### src/design/hcr_pkg.sv
/*
 * Package for the reset, reference clock select and PCIe sideband block.
 * Assumes a single 200 MHz system clock and a synchronous high reset.
 */
package hcr_pkg;

    // Reset release stretch after both reset inputs are seen high.
    localparam int RELEASE_NS = 100;
    localparam int CLK_PERIOD_PS = 5000;
    localparam int RELEASE_CYCLES =
        ((RELEASE_NS * 1000) + CLK_PERIOD_PS - 1) / CLK_PERIOD_PS;
    localparam logic [7:0] RELEASE_COUNT = 8'(RELEASE_CYCLES);

    // PLL multiplier codes chosen by the frequency select strap.
    localparam logic [7:0] PLL_MULT_SEL_LOW = 8'h19;
    localparam logic [7:0] PLL_MULT_SEL_HIGH = 8'h32;

    // Reset values of the sideband outputs and strap capture.
    localparam logic WAKE_RESET_N = 1'b1;
    localparam logic CLKREQ_RESET_N = 1'b1;
    localparam logic [7:0] PLL_MULT_RESET = 8'h00;

    typedef enum logic [1:0] {
        HCR_ST_HELD = 2'b00,
        HCR_ST_STRETCH = 2'b01,
        HCR_ST_RUN = 2'b10
    } hcr_state_e;

    typedef struct packed {
        logic global_power_reset_n;
        logic perst_n;
        logic osc_frequency_select;
    } hcr_pins_s;

    typedef struct packed {
        logic wake_n;
        logic clkreq_n;
    } hcr_side_s;

endpackage

### src/design/hcr_reset_sideband.sv
/*
 * Reset sequencer, frequency strap capture and PCIe sideband drivers.
 * Assumes pins are asynchronous to clk_sys and that the core logic obeys
 * core_rst and func_enable.
 */
`timescale 1ns/1ps
`default_nettype none
// Functional notes
// - Global power reset returns the sequencer and outputs to their defaults; pll_mult instead keeps loading the strap code and the capture chains keep sampling.
// - While global power reset holds, device performs no function.
// - Frequency select strap sets the PLL multiplier.
// - PERST# marks stable system power and yields internal power-on reset.
// - WAKE# driven low requests main power and reference clocks.
// - CLKREQ# requests the PCIe reference clock.
module hcr_reset_sideband #(
    parameter logic [7:0] RELEASE_COUNT = hcr_pkg::RELEASE_COUNT
) (
    // Clock and reset
    input wire logic clk_sys,
    input wire logic sys_rst,
    // Board pins
    input wire hcr_pkg::hcr_pins_s pins,
    // Core requests
    input wire logic wake_request,
    input wire logic refclk_request,
    // Sideband pins
    output hcr_pkg::hcr_side_s side,
    // Core control
    output logic core_rst,
    output logic func_enable,
    output logic [7:0] pll_mult
);

    // Raw capture chains; bit 2 holds the oldest sample.
    logic [2:0] sync_gpr;
    logic [2:0] sync_perst;
    logic [2:0] sync_fsel;
    logic [2:0] next_sync_gpr;
    logic [2:0] next_sync_perst;
    logic [2:0] next_sync_fsel;

    // Filtered levels that the rest of the block acts on.
    logic gpr_n;
    logic perst_n;
    logic fsel;
    logic next_gpr_n;
    logic next_perst_n;
    logic next_fsel;

    // Release sequencer.
    hcr_pkg::hcr_state_e state;
    hcr_pkg::hcr_state_e next_state;
    logic [7:0] count;
    logic [7:0] next_count;
    logic held;

    // Next values of the registered outputs.
    logic [7:0] next_pll_mult;
    hcr_pkg::hcr_side_s next_side;
    logic next_core_rst;
    logic next_func_enable;

    // Three-stage capture; a level counts once stages two and three agree.
    // The agreement filter costs one cycle of latency but keeps a single
    // metastable sample from toggling the core reset for one cycle.
    always_comb begin
        next_sync_gpr = {sync_gpr[1:0], pins.global_power_reset_n};
        next_sync_perst = {sync_perst[1:0], pins.perst_n};
        next_sync_fsel = {sync_fsel[1:0], pins.osc_frequency_select};
        next_gpr_n = gpr_n;
        next_perst_n = perst_n;
        next_fsel = fsel;
        if (sync_gpr[2] == sync_gpr[1]) begin
            next_gpr_n = sync_gpr[2];
        end
        if (sync_perst[2] == sync_perst[1]) begin
            next_perst_n = sync_perst[2];
        end
        if (sync_fsel[2] == sync_fsel[1]) begin
            next_fsel = sync_fsel[2];
        end
    end

    // Resets are taken as asserted until seen high, so the core cannot
    // start for even a cycle before the pins have been sampled.
    always_ff @(posedge clk_sys) begin
        if (sys_rst) begin
            sync_gpr <= 3'h0;
            sync_perst <= 3'h0;
            sync_fsel <= 3'h0;
            gpr_n <= 1'b0;
            perst_n <= 1'b0;
            fsel <= 1'b0;
        end else begin
            sync_gpr <= next_sync_gpr;
            sync_perst <= next_sync_perst;
            sync_fsel <= next_sync_fsel;
            gpr_n <= next_gpr_n;
            perst_n <= next_perst_n;
            fsel <= next_fsel;
        end
    end

    assign held = !gpr_n || !perst_n;

    // Any return of either reset during the stretch restarts it, so the
    // core always sees the full stretch after the last pin glitch.
    always_comb begin
        next_state = state;
        next_count = count;
        case (state)
            hcr_pkg::HCR_ST_HELD: begin
                next_count = 8'h00;
                if (!held) begin
                    next_state = hcr_pkg::HCR_ST_STRETCH;
                end
            end
            hcr_pkg::HCR_ST_STRETCH: begin
                next_count = count + 8'h01;
                if (held) begin
                    next_state = hcr_pkg::HCR_ST_HELD;
                end else if (count == RELEASE_COUNT - 8'h01) begin
                    next_state = hcr_pkg::HCR_ST_RUN;
                end
            end
            hcr_pkg::HCR_ST_RUN: begin
                if (held) begin
                    next_state = hcr_pkg::HCR_ST_HELD;
                end
            end
            default: begin
                next_state = hcr_pkg::HCR_ST_HELD;
            end
        endcase
    end

    always_ff @(posedge clk_sys) begin
        if (sys_rst) begin
            state <= hcr_pkg::HCR_ST_HELD;
            count <= 8'h00;
        end else begin
            state <= next_state;
            count <= next_count;
        end
    end

    // The strap is latched during reset so a late wiggle cannot retune
    // a running PLL.
    always_comb begin
        next_pll_mult = pll_mult;
        if (state != hcr_pkg::HCR_ST_RUN) begin
            next_pll_mult = fsel ? hcr_pkg::PLL_MULT_SEL_HIGH
                                 : hcr_pkg::PLL_MULT_SEL_LOW;
        end
    end

    // A request made while the global power reset is low is dropped, not
    // queued; the core must keep asking once the reset has gone.
    always_comb begin
        next_side = side;
        if (!gpr_n) begin
            next_side.wake_n = hcr_pkg::WAKE_RESET_N;
            next_side.clkreq_n = hcr_pkg::CLKREQ_RESET_N;
        end else begin
            next_side.wake_n = !wake_request;
            next_side.clkreq_n = !refclk_request;
        end
    end

    // Core reset follows the next state so that it and the state change
    // on the same edge.
    always_comb begin
        next_core_rst = (next_state != hcr_pkg::HCR_ST_RUN);
        next_func_enable = (next_state == hcr_pkg::HCR_ST_RUN);
    end

    always_ff @(posedge clk_sys) begin
        if (sys_rst) begin
            pll_mult <= hcr_pkg::PLL_MULT_RESET;
            side.wake_n <= hcr_pkg::WAKE_RESET_N;
            side.clkreq_n <= hcr_pkg::CLKREQ_RESET_N;
            core_rst <= 1'b1;
            func_enable <= 1'b0;
        end else begin
            pll_mult <= next_pll_mult;
            side <= next_side;
            core_rst <= next_core_rst;
            func_enable <= next_func_enable;
        end
    end

endmodule // hcr_reset_sideband
`default_nettype wire

### config.mk
export PLATFORM = sky130hd
export DESIGN_NAME = hcr_reset_sideband
export DESIGN_NICKNAME = d
export VERILOG_FILES = /design/src/design/hcr_pkg.sv /design/src/design/hcr_reset_sideband.sv
export SDC_FILE = /design/constraint.sdc
export NUM_CORES = 1
export LEC_CHECK = 0
export ABC_CLOCK_PERIOD_IN_PS = 1460
export BUFFER_PORTS_ARGS = -buffer_cell sky130_fd_sc_hd__buf_2
export CAP_MARGIN = 0
export CORE_UTILIZATION = 45
export DETAILED_ROUTE_END_ITERATION = 10
export GPL_TIMING_DRIVEN = 0
export PLACE_DENSITY = 0.77
export SYNTH_ARGS = -nofsm -noshare
export SYNTH_HDL_FRONTEND = slang
export SYNTH_SLANG_ARGS = --single-unit
### constraint.sdc
create_clock -name clk_sys -period 1.46 [get_ports clk_sys]
set_input_delay 0.292 -clock clk_sys [delete_from_list [all_inputs] [get_ports clk_sys]]
set_output_delay 0.292 -clock clk_sys [all_outputs]
set_load 0.05 [all_outputs]
; Word level (Yosys, flattened, before mapping)
; Cells that the tools add are included.
[op_classes]
n_reduce_logical = 8
eq_ne = 9
div_mod_pow = 0
order_cmp = 0
n_mux = 7
add_sub_neg = 1
n_shift = 0
mul = 0
n_bitwise = 1
[op_table]
columns = op, count
row1 = $pmux W8 S2, 1
row2 = $add A8 B1 Y8 const B, 1
row3 = $eq A8 B5 Y1 const B, 1
row4 = $mux W2, 4
row5 = $mux W6, 1
row6 = $pmux W2 S3, 1
row7 = $eq A2 B2 Y1 const B, 2
row8 = $logic_not A1 Y1, 4
row9 = $ne A2 B2 Y1 const B, 2
row10 = $eq A1 B1 Y1, 3
row11 = $eq A2 B1 Y1 const B, 1
row12 = $logic_not A2 Y1, 1
row13 = $reduce_bool A2 Y1, 1
row14 = $reduce_or A2 Y1, 1
row15 = $logic_or A1 B1 Y1, 1
row16 = $not A1 Y1, 1
[word_totals]
ff_bits = 34
output_inout_bits = 12
memories = 0
rom_bits = 0
ram_bits = 0
latchBits = 0
input_bits = 7
word_cells = 39

; Logic depth before layout (Yosys ltp)
; Gate-level depths: netlist of the first run.
[logic_depth]
ltp_word = 5
mapped_depth = 4
mapped_depth_nobuf = 4

; Worst setup path before layout of the first run
; Ideal clock, no wire load.
[synth_path]
path_kind = reg-to-reg
startpoint = reg count[0]
endpoint = reg count[4]
n_path_buf = 0
path_stages_with_launch = 5
slack_ns = 0.144
setup_time_ns = 0.074
required_time_ns = 1.386
arrival_time_ns = 1.241
synth_period_minus_slack_ns = 1.316
cell_sequence = dfxtp_1 > ha_1 > nand3_1 > or4b_1 > a31oi_1
[synth_between]
elab_chain_len = 2
[synth_lines]
columns = item, line_no
row1 = from (decl), hcr_reset_sideband.sv:53  ; logic [7:0] count;
row2 = from (signal assigned), hcr_reset_sideband.sv:143  ; count <= next_count;
row3 = $add A8 B1 Y8, hcr_reset_sideband.sv:119  ; next_count = count + 8'h01;
row4 = $pmux W8 S2, hcr_reset_sideband.sv:111  ; case (state)
; Every way passes these cells.
; A chain may end at the register's enable or synchronous reset.

; Final worst setup path of the first run
; Same ends and word-level chain as after synthesis.

==> results of run 1 <==
stage by stage:
step | power [mW] | cells | hold WS [ns] | util (%) | instance area (sq um)
after floorplan | 0.884 | 111 | 0.354 | - | 1070
after global placement | 0.899 | 154 | 0.418 | 53.3 | 1180
after detailed placement | 0.902 | 154 | 0.430 | 53.3 | 1180
after CTS | 1.35 | 162 | 0.120 | 55.8 | 1230
after global routing | 1.40 | 162 | 0.118 | 56.1 | 1240
final | 1.34 | 162 | 0.126 | 56.1 | 1240
routing by layer:
| layer | wire length (microns) | vias to the layer above | track usage, % |
|---|---|---|---|
| met4 | 24 | 0 | 5.56 |
| met2 | 857 | 16 | 26.9 |
| met3 | 81 | 4 | 6.36 |
| li1 | - | 422 | - |
| met5 | 0 | - | 0 |
| met1 | 875 | 360 | 22.2 |
logic make-up (layout without fill, tap and decap cells):
| kind of cell | count (synthesis) | count (layout) |
|---|---|---|
| simple gates | 47 | 47 |
| mux | 1 | 1 |
| fa+ha+maj | 1 | 1 |
| compound gates | 20 | 20 |
| xor+xnor | 2 | 2 |
| flops | 29 | 29 |
| other cells | 1 | 3 |
| buf+inv | 8 | 31 |
worst paths after layout:
kind	startpoint	to	slack, ns
hold / removal	refclk_request	side[0]	0.13
setup reg to reg	count[0]	count[4]	0.08
setup / recovery	count[0]	count[4]	0.08
hold reg to reg	sync_gpr[0]	sync_gpr[1]	0.45
state kept, by name, summed over array words and instances (netlist names):
signal	cells
sync_gpr	3
gpr_n	1
func_enable	1
side	2
pll_mult	3
core_rst	1
fsel	1
perst_n	1
sync_perst	3
count	8
sync_fsel	3
state	2
power groups by stage:
stage / clock network, mW / registers [mW] / logic (mW)
6_report: 0.452 / 0.809 / 0.0741
2_1_floorplan: 0 / 0.837 / 0.0465
5_1_grt: 0.505 / 0.811 / 0.0792
3_5_place_dp: 0 / 0.828 / 0.0739
4_1_cts: 0.463 / 0.810 / 0.0742
3_3_place_gp: 0 / 0.827 / 0.0725
cell type report:
type / instances / share of cell area (%)
flip-flops and latches: 29 / 47.0
multi-input cells: 74 / 35.6
repair buffers: 15 / 6.05
plain buffers: 8 / 4.04
clock buffers: 5 / 3.03
well taps: 28 / 2.83
clock inverters: 3 / 1.41
layout by cell type (no fill, tap or decap), types with 2 or more instances in the layout:
cell type	count
clkinv_2	2
dfxtp_2	2
or3_2	2
a21oi_1	8
nand3_1	4
buf_4	5
a21o_1	2
buf_2	16
nand2_1	9
o21ai_0	5
clkbuf_1	2
clkbuf_4	5
nand3b_1	4
a31oi_1	2
conb_1	3
nor2_1	9
nor2b_1	11
or4b_1	2
dfxtp_1	27
worst max-delay path, delay by kind of cell (launching register included):
family / cells / cell delay (ns)
AND/OR/NAND/NOR: 2 / 0.58
flip-flops: 1 / 0.37
AO/OA/AOI/OAI: 1 / 0.16
adder cells (fa/ha/maj): 1 / 0.20
==> impl_metrics.ini, run 1 <==
[outcome]
status = finished clean

[power_and_ir_drop]
ir_worst_vdd_mv = 0.853
p_per_area_nw_per_um2 = 1080
pwr-share-seq_pct = 60.6
switching_share_pct = 24.4
clkPwrFrac_pct = 33.9
p_comb_share_pct = 5.5
cell_internal_pwr_mw = 1.01
switching_power_mw = 0.326
p_leak_nw = 0.500

[logic_synthesis]
synth_xor_area_share_pct = 1.65
synth_cell_types = 29
synth-simple-area-share_pct = 25.7
ys_ff_latch = 29
ys_top_cells_by_count = dfxtp_1, nor2b_1, nand2_1, nor2_1, a21oi_1
ys.flop_type = dfxtp_1
synth_edf_count = 0
netlist_area_sq_um = 1060
ys_warn_count = 0
yosysTopAreaCell = dfxtp_1
synth_top_family_by_area = simple AND/OR/NAND/NOR gates
synth_fa_ha_area_share_pct = 1.18
postSynthCellCount = 109
synth-seq-area-share_pct = 54.7
synth_top_area_share_pct = 54.7
synth.area.top_cells = dfxtp_1, nor2b_1, a21oi_1
synth_compound_area_share_pct = 10.8
avgSynthCellArea_sq_um = 9.75
synthArstFlopShare_pct = 0
synth_mux_area_share_pct = 0.942
yosysMostFrequentCell = dfxtp_1

[clock_tree]
cts.sinks = 29
ctsHoldBuffers = 0
cts_max_path_buffers = 2
cts_tree = yes
numCtsBuffers = 5
cts_root_buf = clkbuf_4
htreeDepth = 2
postCtsResizedCells = 0
worstSkewPairLatency_ns = 0.31
path_clk_slew_ns = 0.09
cts_setup_buffers = 0

[sta]
hold_viol_final = 0
slew_viol_final = 0
setup_ws_ns = 0.0832
finalSetupTns_ns = 0
final.period_utilization_pct = 94.3
rsz0062_at_grt = no
finalClockSkew_ns = 0.00390
period_needed_ns = 1.38
setup_violations = 0
fmax_mhz = 726

[drt]
num_vias = 802
first_iter_violations = 6
ant_nets = 0
viasPerCell = 4.95
wl_microns = 1840
wl_per_cell_microns = 11.3
drtPass1Iterations = 4
drc = 0

[floorplan]
fp-row-count = 17
die_y_microns = 50.6
pin_count = 19
initial_utilization_pct = 48.0
die_x_microns = 50.6
die_area_sq_um = 2560
core_sq_um = 2210

[critical_path]
critPathMaxStageDelay_ns = 0.48
cp-end-kind = flop
cp_cell_sequence = ha_2, nand3_1, or4b_1, a31oi_1
cp_max_fo = 4
critPathRequiredTime_ns = 1.70
r2r_cells = 4
crit_slowest_cell = or4b_1
startpoint_type = flop
arrival_ns = 1.62
worstSetupPathType = reg -> reg

[min_path]
worstHoldPathType = in -> reg
worst_hold_path.num_cells = 2

[place]
port_buffers = 15
place_ws_ns = 0.0566
dp_hpwl_microns = 1290
gp_congestion = 0.783

[global_route]
grt_pass1_vias = 766
gr-total-overflow = 0
antenna_found_initial = 0
grt_start_max_net_pins = 11
grt_pass1_wl_microns = 3310
grt.total_usage_pct = 17.3

[cells_and_area]
diodes = 0
regArea_sq_um = 583
drive_above_1_share_pct = 26.9
layout.nets = 141
filler_cell_count = 212
area_delta_synth_final_pct = 16.7
multi_input_area_sq_um = 442

[flow_run]
max-cap-violations = 0
(Power assumes the default switching activity.)
==> run 2, diff against run 1 <==
ABC_CLOCK_PERIOD_IN_PS = 1260   (was 1460)
PLACE_DENSITY = 0.79   (was 0.77)
clock period = 1.26 ns   (was 1.46 ns; I/O delays follow)
==> run 2 against run 1 <==
Net effect:
- the run now ends with setup timing left
- via count rose by 2.6%
- worst setup slack lost 0.11 ns
- count of clock-buffer cells in the layout stayed put
- critical path type unchanged
- cell area increased by 6.6%
- sequential share of layout area fell by 1.6 points
- non-clock buffer count is 3 higher
- first-iteration DRC count unchanged
- register-to-register slack got worse by 0.11 ns
- hold slack lost 0.064 ns
- fmax grew 7.3%
==> impl_metrics.ini, run 2 (synthesis gave the netlist of run 1 again) <==
[flow_run]
max-cap-violations = 0

[drt]
wl_microns = 1930
viasPerCell = 4.99
wl_met2_microns = 916
ant_nets = 0
drc = 0
m1WireLength_microns = 883
wl_met3_microns = 75
wl_per_cell_microns = 11.7
first_iter_violations = 6
drtPass1Iterations = 4
num_vias = 823
routed.top_layer = met4

[floorplan]
core_sq_um = 2210
pin_count = 19
initial_utilization_pct = 48.0
die_area_sq_um = 2560
die_x_microns = 50.6
die_y_microns = 50.6
fp-row-count = 17

[cells_and_area]
layout.nets = 144
diodes = 0
layout_commonest_cell = dfxtp_1
multi_input_area_sq_um = 474
final_cell_mix = dfxtp_1, buf_2, nor2b_1, nand2_1, buf_4
largest_register_ff_count = 8
regArea_sq_um = 601
filler_cell_count = 199
regMostFlops = count
stdcell_count = 165
area_delta_synth_final_pct = 24.4
drive_above_1_share_pct = 37.2

[power_and_ir_drop]
switching_power_mw = 0.395
clkPwrFrac_pct = 34.8
cell_internal_pwr_mw = 1.16
pwr-share-seq_pct = 59.6
ir_worst_vdd_mv = 1.05
power_mw = 1.56
p_comb_share_pct = 5.6
p_per_area_nw_per_um2 = 1180
p_leak_nw = 0.516
switching_share_pct = 25.4

[place]
port_buffers = 15
gp_congestion = 0.749
placed_cells = 154
place_ws_ns = -0.0798
dp_hpwl_microns = 1280

[sta]
rsz0062_at_grt = yes
final.period_utilization_pct = 102
hold_viol_final = 0
period_needed_ns = 1.28
slew_viol_final = 0
setup_violations = 2
finalSetupTns_ns = -0.0448
setup_ws_ns = -0.0234
fmax_mhz = 779
finalClockSkew_ns = 0.00264

[clock_tree]
cts.sinks = 29
worstSkewPairLatency_ns = 0.33
path_clk_slew_ns = 0.09
ctsHoldBuffers = 0
numCtsBuffers = 5
cts_max_path_buffers = 2
cts_tree = yes
htreeDepth = 2
cts_root_buf = clkbuf_4

[critical_path]
crit_family = simple AND/OR/NAND/NOR gates
cp_cell_sequence = nand3b_1, or4_1, a21oi_1
worstSetupPathType = reg -> reg
startpoint_type = flop
critPathRequiredTime_ns = 1.52
critPathMaxStageDelay_ns = 0.48
crit_slowest_cell = or4_1
path_buf_inv = 0
cp-end-kind = flop
cp_max_fo = 5
arrival_ns = 1.55

[global_route]
grt_start_max_net_pins = 11
grt_pass1_vias = 769
grt.total_usage_pct = 18.6
antenna_found_initial = 0
gr-total-overflow = 0
grt_pass1_wl_microns = 3350

[outcome]
violations = setup timing
status = finished, violations left

[min_path]
worstHoldPathType = in -> reg
[run 2: cell count changes in the layout (fill, tap and decap cells not counted), moves of 2 or more]
cell	change
buf_2	-2
dfxtp_2	+2
dfxtp_4	+4
buf_4	+4
dfxtp_1	-6
[run 2: final timing paths]
kind | from | to | slack, ns | depth (start not counted)
max | state[1] | count[7] | -0.02 | 3
min | refclk_request | side[0] | 0.06 | 2
max reg2reg | state[1] | count[7] | -0.02 | 3
min reg2reg | sync_gpr[0] | sync_gpr[1] | 0.46 | 1
[run 2: cell type report]
type	instances	area share, %
Buffer	8	3.79
Timing Repair Buffer	18	8.05
Sequential cell	29	45.5
Tap cell	28	2.65
Clock inverter	3	1.33
Multi-Input combinational cell	74	35.9
Clock buffer	5	2.84
[run 2: per-stage QoR]
stage                     util [%]  hold WS [ns]  instance area [sq um]
after floorplan                  -         0.314                   1080
after global placement        54.0         0.412                   1190
after detailed placement      54.0         0.416                   1190
after CTS                     57.1        0.0561                   1260
after global routing          59.7        0.0479                   1320
final                         59.7        0.0622                   1320
[run 2: power by group through the flow]
| stage | clock network, mW | logic (mW) | registers, mW |
|---|---|---|---|
| 5_1_grt | 0.610 | 0.0926 | 0.932 |
| 2_1_floorplan | 0 | 0.0539 | 0.970 |
| 4_1_cts | 0.561 | 0.0859 | 0.933 |
| 6_report | 0.542 | 0.0872 | 0.929 |
| 3_5_place_dp | 0 | 0.0848 | 0.959 |
| 3_3_place_gp | 0 | 0.0841 | 0.958 |
[run 2: layer usage]
| metal | vias up | GRT usage, % |
|---|---|---|
| li1 | 423 | - |
| met1 | 377 | 21.3 |
| met2 | 16 | 28.2 |
| met3 | 7 | 6.36 |
| met4 | 0 | 13.9 |
| met5 | - | 0 |
[run 2: timing repair]
action,in CTS,in global routing
cloned,0,0
endpoints found under the setup margin,5,13
gates resized for setup,6,15
pin swaps,1,2
hold endpoints to repair,0,0
buffers inserted,0,3
